File: src/logic/hpcp_regs.svh
// constants for the host port and control pin block
`ifndef HPCP_REGS_SVH
`define HPCP_REGS_SVH

// ************************************************************
// sizes
// ************************************************************
`define HPCP_N_OUT      7
`define HPCP_N_STAT     8
`define HPCP_N_GATE     3
`define HPCP_N_PIN      9

// ************************************************************
// positions in the synchronised pin bus
// ************************************************************
`define HPCP_PIN_SCLK   0
`define HPCP_PIN_SDA    1
`define HPCP_PIN_A1     2
`define HPCP_PIN_A0CS   3
`define HPCP_PIN_SEL    4
`define HPCP_PIN_GATE   5
`define HPCP_PIN_RST    8

// ************************************************************
// reset values and the last bit count
// ************************************************************
// idle level of each pin: pulled-up lines high, gate pins low
`define HPCP_SYNC_RST   9'h11F
// upper five bits of the bus address, value arbitrary
`define HPCP_I2C_HI_RST 5'h1A
`define HPCP_BIT_LAST   4'h8

`endif

File: src/logic/hpcp_pkg.sv
// types for the host port and control pin block
`include "hpcp_regs.svh"
package hpcp_pkg;

  typedef enum logic [2:0] {
    ST_IDLE, ST_ADDR, ST_ADDR_ACK, ST_WR, ST_WR_ACK, ST_RD, ST_RD_ACK, ST_SPI
  } hpcp_st_e;

  typedef struct packed {
    logic       valid;
    logic       first;
    logic [7:0] data;
  } hpcp_rx_s;

  typedef struct packed {
    hpcp_st_e                                   st;
    logic [3:0]                                 cnt;
    logic [7:0]                                 rx;
    logic [7:0]                                 tx;
    logic                                       rw;
    logic                                       reload;
    logic                                       first;
    logic                                       scl_q;
    logic                                       sda_q;
    logic                                       sda_o;
    logic                                       sda_oe;
    logic                                       sdo;
    logic                                       sdo_oe;
    logic                                       tx_taken;
    hpcp_rx_s                                   rxo;
    logic [`HPCP_N_STAT-1:0]                    stat_q;
    logic                                       irq;
    logic [`HPCP_N_GATE-1:0][`HPCP_N_OUT-1:0]   mask;
    logic [`HPCP_N_OUT-1:0]                     out_en;
  } hpcp_state_s;

  typedef struct packed {
    logic ff1;
    logic ff2;
  } hpcp_sync_s;

endpackage

File: src/logic/hpcp_top.sv
// host serial port, interrupt, device reset and output gate pins
`timescale 1ns/1ns
`include "hpcp_regs.svh"
// How it works
// RQ1: a high select pin runs the port as I2C, a low one as SPI.
// RQ2: the data pin is open-drain I2C data, 3-wire SPI data, or 4-wire SPI input only.
// RQ3: in 4-wire SPI the second shared pin carries read data out to the host.
// RQ4: in I2C the two address pins set the low address bits and only that address is answered.
// RQ5: all serial timing comes from edges of the host-driven serial clock.
// RQ6: in SPI the address-zero pin is an active-low select; nothing moves while it is high.
// RQ7: the interrupt pin goes low when any monitored status bit changes.
// RQ8: a low device reset returns all logic and masks to their defaults.
// RQ9: every clock output stays disabled while the device reset is held.
// RQ10: each gate pin, when high, disables the outputs chosen by its own mask.
// RQ11: after reset the first gate pin covers all outputs and the other two none.
// RQ12: in 4-wire SPI the serial output floats whenever chip select is high.
module hpcp_top #(
  parameter logic [4:0] I2C_ADDR_HI = `HPCP_I2C_HI_RST
) (
  input  wire logic                    CORE_CLK,
  input  wire logic                    RST_N,
  input  wire logic                    DEVICE_RESET_N,
  input  wire logic                    IFACE_SEL_I2C,
  input  wire logic                    SPI_FOUR_WIRE,
  input  wire logic                    SPI_SDIO_DRIVE,
  input  wire logic                    SERIAL_CLK,
  input  wire logic                    SERIAL_DATA_IN,
  output wire logic                    SERIAL_DATA_OUT,
  output wire logic                    SERIAL_DATA_OE,
  input  wire logic                    ADDR_ONE_OR_SERIAL_OUT_IN,
  output wire logic                    ADDR_ONE_OR_SERIAL_OUT_OUT,
  output wire logic                    ADDR_ONE_OR_SERIAL_OUT_OE,
  input  wire logic                    ADDR_ZERO_OR_CHIP_SELECT_N,
  input  wire logic                    OUT_GATE_N_0,
  input  wire logic                    OUT_GATE_N_1,
  input  wire logic                    OUT_GATE_N_2,
  output hpcp_pkg::hpcp_rx_s           RX_BYTE,
  input  wire logic [7:0]              TX_DATA,
  output wire logic                    TX_TAKEN,
  input  wire logic [`HPCP_N_GATE-1:0] MASK_WR,
  input  wire logic [`HPCP_N_OUT-1:0]  MASK_DATA,
  input  wire logic [`HPCP_N_STAT-1:0] STATUS_IN,
  input  wire logic                    IRQ_ACK,
  output wire logic                    STATUS_CHANGE_IRQ_N,
  output wire logic [`HPCP_N_OUT-1:0]  CLK_OUT_EN
);

  // ************************************************************
  // pin synchronisers
  // ************************************************************
  logic [`HPCP_N_PIN-1:0]  pin;
  logic                    scl;
  logic                    sda;
  logic                    cs_n;
  logic                    i2c;
  logic [`HPCP_N_GATE-1:0] gate;
  logic                    rst;

  hpcp_sync2 #(
    .W       (`HPCP_N_PIN),
    .RST_VAL (`HPCP_SYNC_RST)
  ) u_sync (
    .CORE_CLK (CORE_CLK),
    .RST_N    (RST_N),
    .D        ({DEVICE_RESET_N, OUT_GATE_N_2, OUT_GATE_N_1, OUT_GATE_N_0, IFACE_SEL_I2C,
                ADDR_ZERO_OR_CHIP_SELECT_N, ADDR_ONE_OR_SERIAL_OUT_IN, SERIAL_DATA_IN,
                SERIAL_CLK}),
    .Q        (pin)
  );

  assign scl  = pin[`HPCP_PIN_SCLK];
  assign sda  = pin[`HPCP_PIN_SDA];
  assign cs_n = pin[`HPCP_PIN_A0CS];
  assign i2c  = pin[`HPCP_PIN_SEL];
  assign gate = pin[`HPCP_PIN_GATE +: `HPCP_N_GATE];
  assign rst  = !RST_N || !pin[`HPCP_PIN_RST];

  // ************************************************************
  // next state
  // ************************************************************
  hpcp_pkg::hpcp_state_s s;
  hpcp_pkg::hpcp_state_s next_s;
  logic                  rise;
  logic                  fall;
  logic                  start;
  logic                  stop;
  logic [6:0]            my_addr;
  logic [7:0]            rx_in;
  logic [`HPCP_N_OUT-1:0] blocked;

  always_comb begin
    next_s          = s;
    next_s.rxo      = '0;
    next_s.tx_taken = 1'h0;
    next_s.scl_q    = scl;
    next_s.sda_q    = sda;
    rise            = scl && !s.scl_q;                          // see RQ5
    fall            = !scl && s.scl_q;                          // see RQ5
    start           = scl && s.scl_q && s.sda_q && !sda;
    stop            = scl && s.scl_q && !s.sda_q && sda;
    my_addr         = {I2C_ADDR_HI, pin[`HPCP_PIN_A1], cs_n};    // see RQ4
    rx_in           = {s.rx[6:0], sda};
    blocked         = '0;

    // status change is sticky; a change in the ack cycle wins over the ack
    next_s.stat_q = STATUS_IN;
    if (IRQ_ACK) begin
      next_s.irq = 1'h0;
    end
    if (|(STATUS_IN ^ s.stat_q)) begin
      next_s.irq = 1'h1;                                        // see RQ7
    end

    for (int k = 0; k < `HPCP_N_GATE; k++) begin
      if (MASK_WR[k]) begin
        next_s.mask[k] = MASK_DATA;
      end
      if (gate[k]) begin
        blocked = blocked | s.mask[k];                          // see RQ10
      end
    end
    next_s.out_en = ~blocked;

    if (!i2c) begin                                             // see RQ1
      // spi mode 0: sample on rise, shift out on fall
      if (cs_n) begin                                           // see RQ6
        next_s.st     = hpcp_pkg::ST_IDLE;
        next_s.cnt    = '0;
        next_s.reload = 1'h1;
      end else begin
        next_s.st = hpcp_pkg::ST_SPI;
        if (s.reload) begin
          next_s.tx       = TX_DATA;
          next_s.tx_taken = 1'h1;
          next_s.reload   = 1'h0;
          if (s.st == hpcp_pkg::ST_IDLE) begin
            next_s.first = 1'h1;
          end
        end else if (rise) begin
          next_s.rx  = rx_in;
          next_s.cnt = s.cnt + 4'h1;
          if (s.cnt == 4'h7) begin
            next_s.rxo    = '{valid: 1'h1, first: s.first, data: rx_in};
            next_s.first  = 1'h0;
            next_s.cnt    = '0;
            next_s.reload = 1'h1;
          end
        end else if (fall && s.cnt != 4'h0) begin
          next_s.tx = {s.tx[6:0], 1'h0};
        end
      end
      next_s.sda_o  = next_s.tx[7];
      next_s.sda_oe = !SPI_FOUR_WIRE && !cs_n && SPI_SDIO_DRIVE; // see RQ2
      next_s.sdo    = next_s.tx[7];                             // see RQ3
      next_s.sdo_oe = SPI_FOUR_WIRE && !cs_n;                   // see RQ12
    end else begin
      next_s.sda_o  = 1'h0;
      next_s.sdo    = 1'h0;
      next_s.sdo_oe = 1'h0;                                     // see RQ4
      if (start) begin
        next_s.st     = hpcp_pkg::ST_ADDR;
        next_s.cnt    = '0;
        next_s.sda_oe = 1'h0;
      end else if (stop) begin
        next_s.st     = hpcp_pkg::ST_IDLE;
        next_s.sda_oe = 1'h0;
      end else begin
        case (s.st)
          hpcp_pkg::ST_ADDR, hpcp_pkg::ST_WR: begin
            if (rise) begin
              next_s.rx  = rx_in;
              next_s.cnt = s.cnt + 4'h1;
            end else if (fall && s.cnt == `HPCP_BIT_LAST) begin
              if (s.st == hpcp_pkg::ST_WR) begin
                next_s.rxo    = '{valid: 1'h1, first: s.first, data: s.rx};
                next_s.first  = 1'h0;
                next_s.sda_oe = 1'h1;
                next_s.st     = hpcp_pkg::ST_WR_ACK;
              end else if (s.rx[7:1] == my_addr) begin           // see RQ4
                next_s.sda_oe = 1'h1;
                next_s.rw     = s.rx[0];
                next_s.first  = 1'h1;
                next_s.st     = hpcp_pkg::ST_ADDR_ACK;
              end else begin
                next_s.st = hpcp_pkg::ST_IDLE;
              end
            end
          end
          hpcp_pkg::ST_ADDR_ACK, hpcp_pkg::ST_WR_ACK: begin
            if (fall) begin
              next_s.cnt = '0;
              if (s.st == hpcp_pkg::ST_ADDR_ACK && s.rw) begin
                next_s.tx       = TX_DATA;
                next_s.tx_taken = 1'h1;
                next_s.sda_oe   = !TX_DATA[7];                  // see RQ2
                next_s.st       = hpcp_pkg::ST_RD;
              end else begin
                next_s.sda_oe = 1'h0;
                next_s.st     = hpcp_pkg::ST_WR;
              end
            end
          end
          hpcp_pkg::ST_RD: begin
            if (rise) begin
              next_s.cnt = s.cnt + 4'h1;
            end else if (fall && s.cnt == `HPCP_BIT_LAST) begin
              next_s.sda_oe = 1'h0;
              next_s.st     = hpcp_pkg::ST_RD_ACK;
            end else if (fall) begin
              next_s.tx     = {s.tx[6:0], 1'h0};
              next_s.sda_oe = !s.tx[6];
            end
          end
          hpcp_pkg::ST_RD_ACK: begin
            // a released line here is a nack and ends the read
            if (rise) begin
              next_s.reload = !sda;
              if (sda) begin
                next_s.st = hpcp_pkg::ST_IDLE;
              end
            end else if (fall && s.reload) begin
              next_s.tx       = TX_DATA;
              next_s.tx_taken = 1'h1;
              next_s.sda_oe   = !TX_DATA[7];
              next_s.reload   = 1'h0;
              next_s.cnt      = '0;
              next_s.st       = hpcp_pkg::ST_RD;
            end
          end
          default: begin
            next_s.st     = hpcp_pkg::ST_IDLE;
            next_s.sda_oe = 1'h0;
          end
        endcase
      end
    end

    if (rst) begin                                              // see RQ8
      next_s         = '0;
      next_s.st      = hpcp_pkg::ST_IDLE;
      next_s.scl_q   = 1'h1;
      next_s.sda_q   = 1'h1;
      next_s.reload  = 1'h1;
      next_s.stat_q  = STATUS_IN;
      next_s.mask[0] = '1;                                      // see RQ11
      next_s.out_en  = '0;                                      // see RQ9
    end
  end

  always_ff @(posedge CORE_CLK) begin
    s <= next_s;
  end

  // ************************************************************
  // outputs
  // ************************************************************
  assign SERIAL_DATA_OUT            = s.sda_o;
  assign SERIAL_DATA_OE             = s.sda_oe;
  assign ADDR_ONE_OR_SERIAL_OUT_OUT = s.sdo;
  assign ADDR_ONE_OR_SERIAL_OUT_OE  = s.sdo_oe;
  assign RX_BYTE                    = s.rxo;
  assign TX_TAKEN                   = s.tx_taken;
  assign STATUS_CHANGE_IRQ_N        = !s.irq;
  assign CLK_OUT_EN                 = s.out_en;
endmodule

File: src/logic/hpcp_sync2.sv
// two-flop synchroniser, one per pin
`timescale 1ns/1ns
module hpcp_sync2 #(
  parameter int              W       = 1,
  parameter logic [W-1:0]    RST_VAL = '0
) (
  input  wire logic          CORE_CLK,
  input  wire logic          RST_N,
  input  wire logic [W-1:0]  D,
  output wire logic [W-1:0]  Q
);

  // ************************************************************
  // one stage pair per bit
  // ************************************************************
  for (genvar i = 0; i < W; i++) begin : g_bit
    hpcp_pkg::hpcp_sync_s s;
    hpcp_pkg::hpcp_sync_s next_s;
    always_comb begin
      next_s.ff1 = D[i];
      next_s.ff2 = s.ff1;
      if (!RST_N) begin
        next_s.ff1 = RST_VAL[i];
        next_s.ff2 = RST_VAL[i];
      end
    end
    always_ff @(posedge CORE_CLK) begin
      s <= next_s;
    end
    assign Q[i] = s.ff2;
  end

endmodule

File: config.mk
export PLATFORM = sky130hd
export DESIGN_NAME = hpcp_top
export DESIGN_NICKNAME = d
export VERILOG_FILES = /design/src/logic/hpcp_pkg.sv /design/src/logic/hpcp_top.sv /design/src/logic/hpcp_sync2.sv
export VERILOG_INCLUDE_DIRS = /design/src /design/src/logic
export SDC_FILE = /design/constraint.sdc
export NUM_CORES = 1
export LEC_CHECK = 0
export ABC_AREA = 1
export BUFFER_PORTS_ARGS = -buffer_cell sky130_fd_sc_hd__buf_2
export CAP_MARGIN = 20
export CELL_PAD_IN_SITES_DETAIL_PLACEMENT = 0
export CELL_PAD_IN_SITES_GLOBAL_PLACEMENT = 1
export CORE_AREA = 2 2 104 106
export CTS_BUF_LIST = sky130_fd_sc_hd__clkbuf_2
export CTS_CLUSTER_DIAMETER = 60
export DETAILED_ROUTE_END_ITERATION = 8
export DIE_AREA = 0 0 106 108
export PLACE_DENSITY_LB_ADDON = 0.1
export SYNTH_ARGS = -nofsm -noshare
export SYNTH_HDL_FRONTEND = slang
export SYNTH_SLANG_ARGS = --single-unit
File: constraint.sdc
create_clock -name CORE_CLK -period 3.2 [get_ports CORE_CLK]
set_clock_uncertainty 0.05 [all_clocks]
set_input_delay 0 -clock CORE_CLK [delete_from_list [all_inputs] [get_ports CORE_CLK]]
set_output_delay 0 -clock CORE_CLK [all_outputs]
set_load 0.03 [all_outputs]
==> flow_metrics.py <==
metrics = {
    "pwr": {
        "power_switching_mw": 1.148,
        "p_sw_share_pct": 38.82,
        "p_int_mw": 1.809,
        "p_clk_share_pct": 19.4,
        "p_total_mw": 2.956,
        "leakage_nw": 2.708,
        "pwr-share-seq_pct": 48.8,
        "p_comb_share_pct": 31.8,
        "ir_worst_vdd_uv": 251.0,
        "power_density_nw_per_um2": 531.0,
    },
    "synthesis": {
        "syn_area_um2": 4602,
        "synth_cells": 650,
        "yosys_warnings": 0,
        "syn-num-nets": 693,
        "synth_area_per_cell_um2": 7.080,
        "synth_top_family_by_area": "simple AND/OR/NAND/NOR gates",
        "yosys.area_share.simple_pct": 28.96,
        "synthFlopType": "dfxtp_1",
        "synth_cell_types": 39,
        "ys_ff_latch": 97,
        "synth-xor-area-share_pct": 1.523,
        "synth.area.mux_share_pct": 0,
        "yosys.area_share.adder_pct": 0.8157,
        "ys_seq_area_share_pct": 42.20,
        "synth_edf_count": 0,
        "synth_compound_area_share_pct": 13.84,
        "async_flop_share_pct": 0,
    },
    "final_layout": {
        "multi_input_area_um2": 2077,
        "drive_gt1_share_pct": 15.80,
        "register_area_um2": 1942,
        "layout_common_cells": "nand2_1, dfxtp_1, inv_1",
        "final_common_cell": "nand2_1",
        "postLayoutCellArea_um2": 5568,
        "fin_cells": 889,
        "area_delta_synth_final_pct": 20.99,
        "diodes": 0,
        "nNetsFinal": 791,
        "finish.utilization_pct": 54.42,
        "fill_cells": 1018,
    },
    "global_routing": {
        "antenna_found_initial": 0,
        "grt_pass1_vias": 3999,
        "grt_pass1_wl_um": 18910,
        "grt_use_met1_pct": 26.98,
        "overflow": 0,
        "grt-busiest-layer": "met2",
        "grtUsageMet3_pct": 3.134,
        "grt_max_degree": 44,
        "track_usage_pct": 20.68,
        "use_met2_pct": 34.79,
    },
    "die": {
        "num_io_pins": 63,
        "core-area_um2": 10230,
        "die_w_um": 106,
        "fp.dieH_um": 108,
        "dieArea_um2": 11450,
        "start_util_pct": 44.98,
        "rows": 37,
    },
    "routing": {
        "drtPass1Iterations": 4,
        "viasPerCell": 4.839,
        "drtIter0Drc": 228,
        "vias": 4302,
        "ant_nets": 0,
        "wl_um": 11460,
        "wire_per_inst_um": 12.89,
        "drc": 0,
    },
    "place": {
        "gp_congestion": 0.8682,
        "dp_cells": 811,
        "place_hpwl_um": 7748,
        "place_worst_setup_slack_ns": 0.9879,
        "io_buffers": 62,
        "place_area_um2": 4843,
    },
    "timing": {
        "period_minus_slack_ns": 2.537,
        "slew_violations": 0,
        "worst_slew_pin_slew_ns": 0.8764,
        "finalCritPeriodShare_pct": 79.28,
        "max_freq_mhz": 394.1,
        "hold_violations": 0,
        "setup-tns-final_ns": 0,
        "setup_viol": 0,
        "setup_ws_ns": 0.6629,
        "slew_headroom_pct": 41.21,
        "whs_ns": 0.03273,
        "grt_setup_unrepaired": "no",
    },
    "cts": {
        "cts_tree": "yes",
        "insertion_delay_ns": 0.58,
        "cts_buffers": 9,
        "clkSinkCount": 97,
        "post_cts_buffers": 0,
        "ctsHtreeMaxLevel": 3,
        "cts_buffer_depth": 2,
        "path_clk_slew_ns": 0.28,
        "root_buffer": "clkbuf_2",
    },
    "worst_setup_path": {
        "crit_type": "reg -> reg",
        "end_kind": "register",
        "timing.rr.start": "u_sync.Q[4]$_SDFF_PN1_",
        "worstPathRequired_ns": 3.69,
        "critPathLaunchType": "register",
        "cp-startpoint": "u_sync.Q[4]$_SDFF_PN1_",
        "worstPathArrival_ns": 3.02,
        "worstPathMaxFanout": 18,
    },
    "hold_path": {
        "hold_start": "STATUS_IN[4]",
        "hold_path_class": "in -> reg",
    },
    "run_status": {
        "status": "finished clean",
    },
    "run": {
        "maxCapViolCount": 0,
    },
}
-- state kept, by name, indices dropped and copies added, names as in the netlist --
name / cells
TX_TAKEN: 1
CLK_OUT_EN: 7
ADDR_ONE_OR_SERIAL_OUT_OUT: 1
SERIAL_DATA_OE: 1
u_sync.Q: 9
u_sync.g_bit.s: 9
ADDR_ONE_OR_SERIAL_OUT_OE: 1
rx_in: 7
s: 51
RX_BYTE: 10
-- power groups by stage --
stage	Combinational, mW	Sequential (mW)	Clock (mW)
finish	0.941	1.44	0.573
global route	1.08	1.47	0.637
CTS	0.939	1.44	0.592
detailed placement	0.878	1.46	0
global placement	0.870	1.46	0
floorplan	0.759	1.43	0
-- cells in the mapped netlist (6+ instances only) --
master | count | share of area [%]
a211oi_1 | 7 | 1.1
a21oi_1 | 52 | 5.7
buf_4 | 20 | 3.3
clkbuf_1 | 8 | 0.65
dfxtp_1 | 97 | 42
inv_1 | 78 | 6.4
inv_2 | 9 | 0.73
nand2_1 | 158 | 13
nand2_2 | 12 | 1.6
nand3_1 | 32 | 3.5
nand4_1 | 11 | 1.5
nor2_1 | 63 | 5.1
nor2_2 | 6 | 0.82
o21ai_0 | 31 | 3.4
o22ai_1 | 10 | 1.4
xor2_1 | 6 | 1.1
-- logic make-up (layout without fill, tap and decap cells) --
kind of cell / Yosys count / count (layout)
AOI/OAI and AO/OA: 115 / 115
xor gates and xnor gates: 8 / 8
adders and majority gates: 3 / 3
buffers and inverters: 127 / 230
DFF: 97 / 97
and+or+nand+nor: 300 / 300
-- final cells by class --
class | count | share of cell area (%)
clock buffer | 9 | 0.8090
clock inverter | 7 | 1.056
inverter | 89 | 6.045
multi-input combinational | 426 | 37.30
sequential | 97 | 34.88
tap | 136 | 3.056
timing repair buffer | 125 | 16.85
-- per-layer routing --
| layer | vias up | wire (um) |
|---|---|---|
| met3 | 14 | 347 |
| met2 | 84 | 5441 |
| met1 | 1946 | 5492 |
| li1 | 2258 | - |
| met5 | - | 0 |
| met4 | 0 | 179 |
-- worst max-delay path: stages (launching register included) --
cell           delay (ns)
dfxtp_1              0.60
nor2_4               0.33
inv_1                0.25
nor3b_1              0.40
a21oi_1              0.07
dlygate4sd3_1        0.58
nand3_1              0.09
nand2_1              0.05
nor2_1               0.10
-- timing repair --
item                                    CTS  global route
resized for setup                         0             0
endpoints found under the hold margin    59             2
hold buffers                             60             2
endpoints found under the setup margin    0             0
-- worst paths after layout --
kind,to,slack (ns),depth (start not counted)
worst max-delay path,SERIAL_DATA_OE$_SDFFE_PP0P_,0.66,8
worst min-delay path,s[33]$_DFF_P_,0.03,2
worst max register to register,SERIAL_DATA_OE$_SDFFE_PP0P_,0.66,8
worst min register to register,u_sync.Q[0]$_SDFF_PN1_,0.38,2
Note: power is estimated with default switching activity, not from simulation.
